### src/shared/ccrx_defines.svh
// Constants of the 256-bit receive packet stream: widths, sideband field positions,
// start and end codes, credit sizes and reset values. Definitions only.
`ifndef CCRX_DEFINES_SVH
`define CCRX_DEFINES_SVH

`define CCRX_DATA_W 256
`define CCRX_BYTES 32
// Parity field 45:14 needs 46 sideband bits
`define CCRX_USER_W 46
`define CCRX_START_LSB 0
`define CCRX_FIRST_POS_BIT 2
`define CCRX_SECOND_POS_BIT 3
`define CCRX_END_LSB 4
`define CCRX_ABORT_LSB 6
`define CCRX_END0_OFF_LSB 8
`define CCRX_END1_OFF_LSB 11
`define CCRX_PARITY_LSB 14
`define CCRX_CODE_NONE 2'h0
`define CCRX_CODE_ONE 2'h1
`define CCRX_CODE_TWO 2'h3
`define CCRX_CODE_RSVD 2'h2
`define CCRX_CREDIT_W 8
`define CCRX_APP_CREDITS 8'h08
`define CCRX_CREDIT_RST 8'h00

`endif

### src/shared/ccrx_pkg.sv
// Types shared by both ends of the receive packet stream.
// Assumes ccrx_defines.svh is on the include path.
`include "ccrx_defines.svh"

package ccrx_pkg;

    typedef enum logic [2:0] {
        CCRX_STOP,
        CCRX_REQ,
        CCRX_ACTIVE,
        CCRX_DRAIN,
        CCRX_RETURN
    } ccrx_link_t;

    typedef struct packed {
        ccrx_link_t link;
        logic [`CCRX_CREDIT_W-1:0] credits;
        logic open_pkt;
        logic src_ready;
        logic valid;
        logic [`CCRX_DATA_W-1:0] data;
        logic [`CCRX_USER_W-1:0] user;
        logic active_req;
        logic credit_rtn;
        logic link_up;
    } ccrx_dev_state_t;

    typedef struct packed {
        logic [`CCRX_CREDIT_W-1:0] free;
        logic gnt;
        logic ack;
        logic hint;
        logic tainted;
        logic pkt_valid;
        logic [`CCRX_DATA_W-1:0] pkt_data;
        logic [1:0] pkt_start_flags;
        logic [1:0] pkt_end_flags;
        logic pkt_drop;
        logic parity_error;
    } ccrx_app_state_t;

endpackage

### src/shared/ccrx_if.sv
// Receive packet stream between the core end and the application end.
// Both ends run on the same clock; the testbench instantiates it.
`timescale 1ns/100ps
`default_nettype none
`include "ccrx_defines.svh"

interface ccrx_if;
    logic [`CCRX_DATA_W-1:0] rx_data;
    logic [`CCRX_USER_W-1:0] rx_user;
    logic rx_valid;
    logic credit_gnt;
    logic credit_rtn;
    logic active_req;
    logic active_ack;
    logic deact_hint;

    modport dev (
        output rx_data, rx_user, rx_valid, credit_rtn, active_req,
        input credit_gnt, active_ack, deact_hint
    );
    modport app (
        input rx_data, rx_user, rx_valid, credit_rtn, active_req,
        output credit_gnt, active_ack, deact_hint
    );
endinterface // ccrx_if

`default_nettype wire

### src/hdl/ccrx_device.sv
// Core end of the 256-bit receive packet stream: takes beats from the core's
// packet source, gates them by credits, adds parity and runs the link handshake.
// Assumes one clock shared with the application end and a synchronous reset.
`timescale 1ns/100ps
`default_nettype none
`include "ccrx_defines.svh"

module ccrx_device #(
    parameter int CREDIT_W = `CCRX_CREDIT_W
) (
    input wire logic mclk, // Clock
    input wire logic sys_rst, // Sync reset, high
    ccrx_if.dev bus, // Stream to application
    input wire logic link_enable, // Core wants the link up
    input wire logic src_valid, // Source beat present
    output logic src_ready, // Source beat taken
    input wire logic [`CCRX_DATA_W-1:0] src_data, // Beat data
    input wire logic [1:0] src_start_flags, // Start code
    input wire logic src_first_pos, // First start at byte 16
    input wire logic src_second_pos, // Second start at byte 16
    input wire logic [1:0] src_end_flags, // End code
    input wire logic [2:0] src_end0_offset, // First end dword
    input wire logic [2:0] src_end1_offset, // Second end dword
    input wire logic [1:0] src_abort, // Corruption seen
    output logic link_active, // Link in active state
    output logic [CREDIT_W-1:0] credit_level // Unused credits held
);
    ccrx_pkg::ccrx_dev_state_t st;
    ccrx_pkg::ccrx_dev_state_t next_st;
    logic [`CCRX_BYTES-1:0] src_par;

    // Packets counted by a start or end code; reserved 10 counts none
    function automatic logic [1:0] code_count(input logic [1:0] code);
        case (code)
            `CCRX_CODE_ONE: code_count = 2'h1;
            `CCRX_CODE_TWO: code_count = 2'h2;
            default: code_count = 2'h0;
        endcase
    endfunction

    // Link states in which beats may still flow
    function automatic logic link_flowing(input ccrx_pkg::ccrx_link_t link);
        link_flowing = (link == ccrx_pkg::CCRX_ACTIVE) || (link == ccrx_pkg::CCRX_DRAIN);
    endfunction

    genvar gi;
    generate
        for (gi = 0; gi < `CCRX_BYTES; gi++) begin : g_par
            assign src_par[gi] = ~^src_data[gi*8 +: 8];
        end
    endgenerate

    always_comb begin
        logic take;
        logic [1:0] starts;
        logic [1:0] ends;
        logic [2:0] open_sum;
        logic [CREDIT_W-1:0] cred;
        logic wide_open;
        // Beat taken on the edge where valid meets ready
        take = src_valid && st.src_ready;
        starts = code_count(src_start_flags);
        ends = code_count(src_end_flags);
        open_sum = 3'h0;
        cred = st.credits;
        wide_open = 1'b0;
        next_st = st;
        next_st.valid = 1'b0;
        next_st.credit_rtn = 1'b0;
        next_st.user = '0;

        // Saturates rather than wrapping on an over-grant
        // one credit per grant cycle
        if (bus.credit_gnt && cred != {CREDIT_W{1'b1}}) begin
            cred = cred + 1'b1;
        end

        if (take) begin
            next_st.valid = 1'b1;
            next_st.data = src_data;
            next_st.user[`CCRX_START_LSB +: 2] = src_start_flags;
            next_st.user[`CCRX_FIRST_POS_BIT] = src_first_pos;
            next_st.user[`CCRX_SECOND_POS_BIT] = src_second_pos;
            next_st.user[`CCRX_END_LSB +: 2] = src_end_flags;
            next_st.user[`CCRX_ABORT_LSB +: 2] = src_abort;
            next_st.user[`CCRX_END0_OFF_LSB +: 3] = src_end0_offset;
            next_st.user[`CCRX_END1_OFF_LSB +: 3] = src_end1_offset;
            next_st.user[`CCRX_PARITY_LSB +: `CCRX_BYTES] = src_par;
            if (cred >= CREDIT_W'(starts)) begin
                cred = cred - CREDIT_W'(starts);
            end else begin
                cred = '0;
            end
            open_sum = {2'h0, st.open_pkt} + {1'b0, starts};
            wide_open = (open_sum > {1'b0, ends});
            next_st.open_pkt = wide_open;
        end

        case (st.link)
            ccrx_pkg::CCRX_STOP: begin
                if (link_enable && !bus.deact_hint) begin
                    next_st.link = ccrx_pkg::CCRX_REQ;
                end
            end
            ccrx_pkg::CCRX_REQ: begin
                if (bus.deact_hint || !link_enable) begin
                    next_st.link = ccrx_pkg::CCRX_RETURN;
                end else if (bus.active_ack) begin
                    next_st.link = ccrx_pkg::CCRX_ACTIVE;
                end
            end
            ccrx_pkg::CCRX_ACTIVE: begin
                if (bus.deact_hint || !link_enable) begin
                    next_st.link = ccrx_pkg::CCRX_DRAIN;
                end
            end
            ccrx_pkg::CCRX_DRAIN: begin
                // Finish the open packet before handing credits back
                if (!next_st.open_pkt) begin
                    next_st.link = ccrx_pkg::CCRX_RETURN;
                end
            end
            ccrx_pkg::CCRX_RETURN: begin
                next_st.credit_rtn = 1'b1;
                cred = '0;
                next_st.open_pkt = 1'b0;
                next_st.link = ccrx_pkg::CCRX_STOP;
            end
            default: begin
                next_st.link = ccrx_pkg::CCRX_STOP;
            end
        endcase
        next_st.credits = cred;
        // Registered so the link output comes from a flop
        next_st.link_up = (next_st.link == ccrx_pkg::CCRX_ACTIVE);

        // request held through the active period
        next_st.active_req = (next_st.link == ccrx_pkg::CCRX_REQ) || link_flowing(next_st.link);

        // new packets only with two credits in hand
        // a continuation beat starts at most one packet.
        // Limitation: a drain that runs out of credits waits for a freed one
        next_st.src_ready = 1'b0;
        if (next_st.open_pkt && link_flowing(next_st.link)) begin
            next_st.src_ready = (cred != '0);
        end else if (next_st.link == ccrx_pkg::CCRX_ACTIVE) begin
            next_st.src_ready = (cred >= CREDIT_W'(2));
        end
    end

    always_ff @(posedge mclk) begin
        // Reset leaves the link stopped with no credits held
        if (sys_rst) begin
            st <= '0;
            st.link <= ccrx_pkg::CCRX_STOP;
            st.credits <= CREDIT_W'(`CCRX_CREDIT_RST);
        end else begin
            st <= next_st;
        end
    end

    assign bus.rx_data = st.data;
    // abort only rides a valid beat
    assign bus.rx_user = st.user;
    assign bus.rx_valid = st.valid;
    assign bus.credit_rtn = st.credit_rtn;
    assign bus.active_req = st.active_req;
    assign src_ready = st.src_ready;
    assign link_active = st.link_up;
    assign credit_level = st.credits;
endmodule // ccrx_device

`default_nettype wire

### src/flat_wrapper.sv
// flat-port wrapper written by rule: the top's interface ports become plain ports
module ccrx_device_flat 
#(
    parameter int CREDIT_W = `CCRX_CREDIT_W
)
  (mclk, sys_rst, link_enable, src_valid, src_ready, src_data, src_start_flags, src_first_pos, src_second_pos, src_end_flags, src_end0_offset, src_end1_offset, src_abort, link_active, credit_level, bus_rx_data, bus_rx_user, bus_rx_valid, bus_credit_rtn, bus_active_req, bus_credit_gnt, bus_active_ack, bus_deact_hint);
  ccrx_if bus_i ();
  input wire logic mclk;
  input wire logic sys_rst;
  input wire logic link_enable;
  input wire logic src_valid;
  output logic src_ready;
  input wire logic [`CCRX_DATA_W-1:0] src_data;
  input wire logic [1:0] src_start_flags;
  input wire logic src_first_pos;
  input wire logic src_second_pos;
  input wire logic [1:0] src_end_flags;
  input wire logic [2:0] src_end0_offset;
  input wire logic [2:0] src_end1_offset;
  input wire logic [1:0] src_abort;
  output logic link_active;
  output logic [CREDIT_W-1:0] credit_level;
  output wire logic [$bits(bus_i.rx_data)-1:0] bus_rx_data;
  output wire logic [$bits(bus_i.rx_user)-1:0] bus_rx_user;
  output wire logic [$bits(bus_i.rx_valid)-1:0] bus_rx_valid;
  output wire logic [$bits(bus_i.credit_rtn)-1:0] bus_credit_rtn;
  output wire logic [$bits(bus_i.active_req)-1:0] bus_active_req;
  input wire logic [$bits(bus_i.credit_gnt)-1:0] bus_credit_gnt;
  input wire logic [$bits(bus_i.active_ack)-1:0] bus_active_ack;
  input wire logic [$bits(bus_i.deact_hint)-1:0] bus_deact_hint;
  assign bus_rx_data = bus_i.rx_data;
  assign bus_rx_user = bus_i.rx_user;
  assign bus_rx_valid = bus_i.rx_valid;
  assign bus_credit_rtn = bus_i.credit_rtn;
  assign bus_active_req = bus_i.active_req;
  assign bus_i.credit_gnt = bus_credit_gnt;
  assign bus_i.active_ack = bus_active_ack;
  assign bus_i.deact_hint = bus_deact_hint;
  ccrx_device #(.CREDIT_W(CREDIT_W)) u_core (.mclk(mclk), .sys_rst(sys_rst), .bus(bus_i), .link_enable(link_enable), .src_valid(src_valid), .src_ready(src_ready), .src_data(src_data), .src_start_flags(src_start_flags), .src_first_pos(src_first_pos), .src_second_pos(src_second_pos), .src_end_flags(src_end_flags), .src_end0_offset(src_end0_offset), .src_end1_offset(src_end1_offset), .src_abort(src_abort), .link_active(link_active), .credit_level(credit_level));
endmodule
### config.mk
export PLATFORM = sky130hd
export DESIGN_NAME = ccrx_device_flat
export DESIGN_NICKNAME = d
export VERILOG_FILES = /design/src/shared/ccrx_pkg.sv /design/src/shared/ccrx_if.sv /design/src/hdl/ccrx_device.sv /design/src/flat_wrapper.sv
export VERILOG_INCLUDE_DIRS = /design/src /design/src/shared
export SDC_FILE = /design/constraint.sdc
export NUM_CORES = 1
export LEC_CHECK = 0
export BUFFER_PORTS_ARGS = -buffer_cell sky130_fd_sc_hd__clkbuf_2
export CAP_MARGIN = 20
export CORE_MARGIN = 10
export CORE_UTILIZATION = 25
export CTS_CLUSTER_DIAMETER = 200
export DETAILED_ROUTE_END_ITERATION = 16
export GPL_TIMING_DRIVEN = 0
export PLACE_DENSITY = 0.56
export SLEW_MARGIN = 25
export SYNTH_ARGS = -nofsm -noshare
export SYNTH_HDL_FRONTEND = slang
export SYNTH_SLANG_ARGS = --single-unit
### constraint.sdc
create_clock -name mclk -period 4.7 [get_ports mclk]
set_clock_uncertainty 0.1 [all_clocks]
set_input_delay 0 -clock mclk [delete_from_list [all_inputs] [get_ports mclk]]
set_output_delay 0 -clock mclk [all_outputs]
set_load 0.03 [all_outputs]
* Word level (Yosys, flattened, before mapping)
Cells that the tools add are included.
** Word-level totals
- Bits of input ports :: 277
- Output and inout port bits :: 315
- Word-level logic and storage cells :: 91
- Bits in registers :: 319
** Operators by class
- Add/subtract/negate cells :: 3
- Equal/unequal tests :: 12
- Mux-type cells :: 18
- Bitwise gates (word level) :: 1
- Order comparisons :: 3
- Reductions and logical operators :: 44
** Operator list (count)
- $mux W303 :: 1
- $reduce_xnor A8 Y1 :: 32
- $mux W8 :: 4
- $mux W3 :: 5
- $eq A3 B2 Y1 const B :: 4
- $pmux W3 S4 :: 1
- $add A8 B1 Y8 const B :: 1
- $ge A8 B2 Y1 :: 1
- $ge A8 B2 Y1 const B :: 1
- $ne A8 B8 Y1 const B :: 1
- $pmux W2 S2 :: 2
- $reduce_bool A8 Y1 :: 1
- $sub A8 B2 Y8 :: 1
- $eq A3 B1 Y1 const B :: 2
- $mux W1 :: 5
- $eq A2 B1 Y1 const B :: 2
- $eq A2 B2 Y1 const B :: 2
- $logic_and A1 B1 Y1 :: 4
- $add A1 B2 Y3 :: 1
- $eq A3 B3 Y1 const B :: 1
- $gt A3 B2 Y1 :: 1
- $logic_not A3 Y1 :: 1
- $logic_or A1 B1 Y1 :: 3
- $logic_not A1 Y1 :: 2
- other kinds (2) :: 2

* Logic depth before layout (Yosys ltp)
- Depth after elaboration :: 11
- Depth in mapped cells :: 13
- Mapped depth without buffers :: 12

* Worst setup path before layout
No wires, ideal clock.
- Path kind :: register to register
- Start :: register u_core.st (netlist bit u_core.credit_level[1])
- End :: register u_core.st (netlist bit u_core.credit_level[2])
- Data arrival time :: 2.767 ns
- Data required time :: 4.486 ns
- Slack :: 1.719 ns
- Cell stages (with the launch flop) :: 13
- Setup time :: 0.114 ns
- Cell sequence :: dfxtp_1 -> ha_1 -> nand4_1 -> o32ai_4 -> nor2_2 -> xnor2_1 -> ha_1 -> a211oi_4 -> nand4_4 -> a2111oi_2 -> or3_1 -> buf_6 -> o21ba_4
** On the way
- Longest elaborated chain between the ends :: 7
- Elaborated cells on any way between the ends :: 9
** Ends and longest elaborated chain
- start, declared :: line ccrx_device.sv:28 : ccrx_pkg::ccrx_dev_state_t st;
- start signal, assigned :: line ccrx_device.sv:158 : st <= next_st;
- parallel branches: the longest is 2 deep, another holds $add A8 B1 Y8
- $mux W8 (*) :: line ccrx_device.sv:74 : if (bus.credit_gnt && cred != {CREDIT_W{1'b1}}) begin
- $sub A8 B2 Y8 or $ge A8 B2 Y1 (tied branches) :: line ccrx_device.sv:90, ccrx_device.sv:89
- $mux W8 :: line ccrx_device.sv:89 : if (cred >= CREDIT_W'(starts)) begin
- $mux W8 (*) :: line ccrx_device.sv:78 : if (take) begin
- $mux W8 (*) :: line ccrx_device.sv:99 : case (st.link)
Mark *: on every way between the ends.
A chain may end at the register's enable or synchronous reset.

* Worst setup path in the final report
Ends and elaborated chain as after synthesis.

==> report_table.html <==
<table>
<tr><th>Metric</th><th>Value</th></tr>
<tr><th colspan="2">Final layout</th></tr>
<tr><td>Number of nets in the finished design</td><td>approximately 3100</td></tr>
<tr><td>Fraction of final layout cells with drive strength greater than 1</td><td>34.7%</td></tr>
<tr><td>Most common cell after layout, fill and taps aside</td><td>sky130_fd_sc_hd__clkbuf_2</td></tr>
<tr><td>Most frequent cells in the layout</td><td>sky130_fd_sc_hd__clkbuf_2 (593), sky130_fd_sc_hd__nand2_1 (526), sky130_fd_sc_hd__dfxtp_1 (319)</td></tr>
<tr><td>Synthesis-to-layout area growth</td><td>51.8%</td></tr>
<tr><th colspan="2">Routing</th></tr>
<tr><td>Antenna violation net count after detailed routing</td><td>0</td></tr>
<tr><td>Length of the first detailed-routing pass in iterations</td><td>5</td></tr>
<tr><td>Post-detailed-routing wire length</td><td>59700 um</td></tr>
<tr><td>DRC violation count after routing</td><td>0</td></tr>
<tr><td>DR vias/cell</td><td>between 4 and 5</td></tr>
<tr><td>Routed len/inst</td><td>roughly 16 um</td></tr>
<tr><td>Total number of vias</td><td>approximately 15000</td></tr>
<tr><td>Violation count after the first detailed-routing iteration</td><td>roughly 650</td></tr>
<tr><th colspan="2">Yosys</th></tr>
<tr><td>Top-area cell type share of the netlist area</td><td>about two fifths</td></tr>
<tr><td>Post-Syn Area per Cell</td><td>a little over 8 sq um</td></tr>
<tr><td>Most area-consuming cells after synthesis</td><td>sky130_fd_sc_hd__dfxtp_1 (41%), sky130_fd_sc_hd__buf_4 (15%), sky130_fd_sc_hd__nand2_1 (13%), sky130_fd_sc_hd__xnor2_1 (11%), sky130_fd_sc_hd__a21oi_1 (8.7%)</td></tr>
<tr><td>Cell accounting for the most synthesized area</td><td>sky130_fd_sc_hd__dfxtp_1</td></tr>
<tr><td>Post-synthesis sequential area ratio</td><td>between 40% and 50%</td></tr>
<tr><td>Number of distinct standard cells referenced by the synthesized netlist</td><td>50</td></tr>
<tr><td>Yosys Warn Count</td><td>0</td></tr>
<tr><td>Total nets after synthesis</td><td>~2200</td></tr>
<tr><td>Cells after Synth</td><td>around 1900</td></tr>
<tr><td>Number of flops mapped to enable cells by yosys</td><td>0</td></tr>
<tr><td>Area of the mapped netlist</td><td>between 15000 and 20000 sq um</td></tr>
<tr><td>Async set-or-reset flop fraction in the synthesized netlist</td><td>0%</td></tr>
<tr><td>Main synth FF type</td><td>sky130_fd_sc_hd__dfxtp_1</td></tr>
<tr><td>Number of flip-flops and latches in the synthesized netlist</td><td>between 300 and 400</td></tr>
<tr><th colspan="2">Global route</th></tr>
<tr><td>Global-route wire length before repair</td><td>between 80000 and 90000 um</td></tr>
<tr><td>Busiest layer in global routing</td><td>met2</td></tr>
<tr><td>Maximum number of pins on one net before global-route repair</td><td>13</td></tr>
<tr><td>Via count of the first global-routing pass</td><td>15300</td></tr>
<tr><td>Total global routing overflow</td><td>0</td></tr>
<tr><td>Global Route Usage Sum</td><td>~16%</td></tr>
<tr><td>Met3 Usage GRT</td><td>4.84%</td></tr>
<tr><td>GRT met1 Usage</td><td>roughly 17%</td></tr>
<tr><td>Global-route met2 utilization</td><td>between 20% and 30%</td></tr>
<tr><td>Number of antenna violations at the first check in global routing</td><td>2</td></tr>
<tr><th colspan="2">Clock network</th></tr>
<tr><td>Count of H-tree levels built during CTS</td><td>2</td></tr>
<tr><td>Number of sinks driven by the clock tree</td><td>approximately 320</td></tr>
<tr><td>Total clock buffers created by CTS</td><td>39</td></tr>
<tr><td>Clock network latency to the later pin of the worst-skew pair</td><td>between 0.5 and 0.6 ns</td></tr>
<tr><td>Number of setup buffers added after CTS</td><td>0</td></tr>
<tr><td>Clock slew seen by the registers of the worst setup and hold paths</td><td>~0.060 ns</td></tr>
<tr><td>CTS tree</td><td>yes</td></tr>
<tr><td>CTS max path bufs</td><td>3</td></tr>
<tr><td>Root buffer selected by CTS</td><td>sky130_fd_sc_hd__clkbuf_16</td></tr>
<tr><th colspan="2">Die</th></tr>
<tr><td>Vert. Die Dim</td><td>268 um</td></tr>
<tr><td>Die X</td><td>~270 um</td></tr>
<tr><td>Core box area</td><td>between 60000 and 70000 sq um</td></tr>
<tr><td>Total die area</td><td>just over 70000 sq um</td></tr>
<tr><td>Initial core utilization</td><td>around 25%</td></tr>
<tr><td>Row cnt</td><td>90</td></tr>
<tr><td>IO Count</td><td>592</td></tr>
<tr><th colspan="2">Place</th></tr>
<tr><td>Last weighted congestion value of the routability-driven placer</td><td>between 0.8 and 0.9</td></tr>
<tr><td>Post-placement worst setup slack</td><td>roughly 1.3 ns</td></tr>
<tr><td>Detailed Place HPWL</td><td>45600 um</td></tr>
<tr><td>Port Buf Inserts</td><td>between 500 and 600</td></tr>
<tr><th colspan="2">Setup path</th></tr>
<tr><td>Worst setup EP type</td><td>register</td></tr>
<tr><td>FF-to-FF Start</td><td>u_core.credit_level[1]</td></tr>
<tr><td>Crit path required time</td><td>5.04 ns</td></tr>
<tr><td>Maximum net fanout on the critical path</td><td>8</td></tr>
<tr><td>Reg-to-reg setup timing slack</td><td>1.24 ns</td></tr>
<tr><td>Critical path data arrival time</td><td>about 3.8 ns</td></tr>
<tr><td>Largest stage delay on the critical path</td><td>0.42 ns</td></tr>
<tr><td>Cells along the critical path</td><td>ha_1, nand4_1, o21ai_0, xor2_1, ha_1, inv_1, ha_1, a211oi_4, nand4_4, a2111oi_2, or3_1, buf_6, o21ba_4</td></tr>
<tr><td>Sort of element at the start of the critical path</td><td>register</td></tr>
<tr><td>Reg2Reg Capture Point</td><td>u_core.credit_level[2]</td></tr>
<tr><td>Number of cells on the worst reg-to-reg path</td><td>13</td></tr>
<tr><td>Most frequent CP cell</td><td>sky130_fd_sc_hd__ha_1</td></tr>
<tr><td>Worst setup path category</td><td>reg -&gt; reg</td></tr>
<tr><td>Standard cell with the maximum stage delay on the critical path</td><td>sky130_fd_sc_hd__a2111oi_2</td></tr>
<tr><th colspan="2">Hold path</th></tr>
<tr><td>Worst hold stages</td><td>5</td></tr>
<tr><td>Worst hold start</td><td>bus_deact_hint</td></tr>
<tr><td>Worst Hold Class</td><td>in -&gt; reg</td></tr>
<tr><td>Worst-case hold path end point</td><td>u_core.st[318]</td></tr>
<tr><th colspan="2">Pwr</th></tr>
<tr><td>Net switching fraction of the power</td><td>between 20% and 30%</td></tr>
<tr><td>Combinational fraction of design power</td><td>13.2%</td></tr>
<tr><td>Fraction of power consumed by sequential logic</td><td>about 41%</td></tr>
<tr><td>Net Switching</td><td>about 0.0016 W</td></tr>
<tr><td>Total internal power</td><td>between 0.004 and 0.005 W</td></tr>
<tr><td>Worst supply voltage drop on vdd</td><td>0.000216 V</td></tr>
<tr><td>Leakage</td><td>10.3 nW</td></tr>
<tr><td>Power per cell area</td><td>around 280 nW/um^2</td></tr>
<tr><td>Relative contribution of the clock network to total power</td><td>between 40 and 50%</td></tr>
<tr><th colspan="2">STA</th></tr>
<tr><td>Worst setup slack after layout</td><td>approximately 1.2 ns</td></tr>
<tr><td>Final number of setup-violating endpoints</td><td>0</td></tr>
<tr><td>Maximum clock frequency</td><td>between 0.2 and 0.3 GHz</td></tr>
<tr><td>Worst slew slack as a fraction of its limit</td><td>35.4%</td></tr>
<tr><td>RSZ-0062 raised after global routing</td><td>false</td></tr>
<tr><td>Share of the clock period used by the worst path</td><td>73.7%</td></tr>
<tr><td>Final total negative setup slack</td><td>0 ns</td></tr>
<tr><td>Total count of hold-check failures in the final report</td><td>0</td></tr>
<tr><td>Measured slew at the worst slew-check pin</td><td>a little under 1 ns</td></tr>
<tr><td>Slew Limit Fails</td><td>0</td></tr>
<tr><td>Post-layout minimum cycle time</td><td>3.46 ns</td></tr>
<tr><th colspan="2">Run</th></tr>
<tr><td>Max-Cap Viols</td><td>0</td></tr>
<tr><th colspan="2">Status</th></tr>
<tr><td>Outcome</td><td>finished clean</td></tr>
</table>
## worst max-delay path by stage
| stage | start | endpoint | slack (ns) | cells past startpoint |
|---|---|---|---|---|
| after global routing | u_core.credit_level[1] | u_core.credit_level[2] | 1.02 | 13 |
| final | u_core.credit_level[1] | u_core.credit_level[2] | 1.24 | 13 |
| after detailed placement | u_core.credit_level[1] | u_core.credit_level[2] | 1.28 | 13 |
| after CTS | u_core.credit_level[1] | u_core.credit_level[2] | 1.25 | 13 |
| after floorplan | u_core.credit_level[1] | u_core.credit_level[2] | 1.72 | 12 |
| after global placement | u_core.credit_level[1] | u_core.credit_level[2] | 1.25 | 13 |
## layer usage
| metal | up-vias | wire [um] | share of wire, % |
|---|---|---|---|
| li1 | 7558 | - | - |
| met1 | 6838 | 23700 | 40 |
| met2 | 473 | 29700 | 50 |
| met3 | 101 | 4580 | 7.7 |
| met4 | 0 | 1820 | 3.0 |
| met5 | - | 0 | 0 |
## state kept, by name (all words and copies together) (netlist names)
signal and cells:
u_core.credit_level 8, u_core.bus.rx_data 256, u_core.src_ready 1, u_core.bus.rx_user 46, u_core.bus.rx_valid 1, u_core.bus.credit_rtn 1
u_core.link_active 1, u_core.bus.active_req 1, u_core.st 4
## power groups by stage
stage,clock network [W],registers [W],logic (W)
3_3_place_gp,0,0.00278,0.000683
4_1_cts,0.00314,0.00272,0.000879
3_5_place_dp,0,0.00278,0.000684
2_1_floorplan,0,0.00278,0.000413
5_1_grt,0.00324,0.00271,0.000948
6_report,0.00305,0.00272,0.000876
## cell usage after synthesis (2+ instances only)
master and count:
sky130_fd_sc_hd__a211oi_2 2, sky130_fd_sc_hd__a21oi_1 268, sky130_fd_sc_hd__a31oi_1 3, sky130_fd_sc_hd__and2_1 16, sky130_fd_sc_hd__and3_1 5, sky130_fd_sc_hd__and4_1 2, sky130_fd_sc_hd__buf_1 3, sky130_fd_sc_hd__buf_4 312
sky130_fd_sc_hd__buf_6 2, sky130_fd_sc_hd__clkbuf_1 90, sky130_fd_sc_hd__dfxtp_1 319, sky130_fd_sc_hd__ha_1 6, sky130_fd_sc_hd__inv_1 10, sky130_fd_sc_hd__mux2_2 3, sky130_fd_sc_hd__nand2_1 526, sky130_fd_sc_hd__nand2b_1 2
sky130_fd_sc_hd__nand3_1 3, sky130_fd_sc_hd__nand4_1 4, sky130_fd_sc_hd__nand4b_1 2, sky130_fd_sc_hd__nor2_1 46, sky130_fd_sc_hd__nor2b_1 6, sky130_fd_sc_hd__nor3_1 6, sky130_fd_sc_hd__nor4_1 2, sky130_fd_sc_hd__o211ai_1 3
sky130_fd_sc_hd__o21ai_0 4, sky130_fd_sc_hd__o22ai_1 2, sky130_fd_sc_hd__or3_1 2, sky130_fd_sc_hd__xnor2_1 197, sky130_fd_sc_hd__xor2_1 35
## final cells by class
type	count	area (sq um)
fillers	6201	37300
repair buffers	866	5710
diodes	2	5.00
clock buffers	57	1180
plain buffers	407	2720
clock inverters	12	111
inverters	10	37.5
flip-flops and latches	319	6390
multi-input cells	1166	6280
well taps	782	978
## metrics by stage
step           util (%)  hold slack [ns]  instance area [sq um]  total power [W]  cells
2_1_floorplan         -         -0.00853                  15400          0.00319   1902
3_3_place_gp       31.9            0.100                  19400          0.00346   3275
3_5_place_dp       31.9            0.104                  19400          0.00346   3275
4_1_cts            38.6           0.0340                  23400          0.00674   3619
5_1_grt            38.6           0.0764                  23400          0.00691   3621
6_report           38.6           0.0781                  23400          0.00664   3621
## critical path: cells and delay by family, from the launching register on
kind / cells / cell delay [ns]
adder cells (fa/ha/maj): 3 / 0.72
XOR/XNOR: 1 / 0.24
AO/OA/AOI/OAI: 4 / 1.22
AND/OR/NAND/NOR: 3 / 0.48
flip-flops: 1 / 0.41
buffers and inverters: 2 / 0.18
## repair_timing
item	CTS	global route
endpoints found under the hold margin	313	0
hold buffers	275	0
resized for setup	0	0
## logic make-up after synthesis
family | after synthesis | synth area share (%)
AND/OR/NAND/NOR | 629 | 16.4
buffers and inverters | 417 | 17.8
flip-flops | 319 | 41.4
AO/OA/AOI/OAI | 294 | 10.3
XOR/XNOR | 232 | 13.2
adder cells (fa/ha/maj) | 7 | 0.617
multiplexers | 4 | 0.284
(Power assumes the default switching activity.)
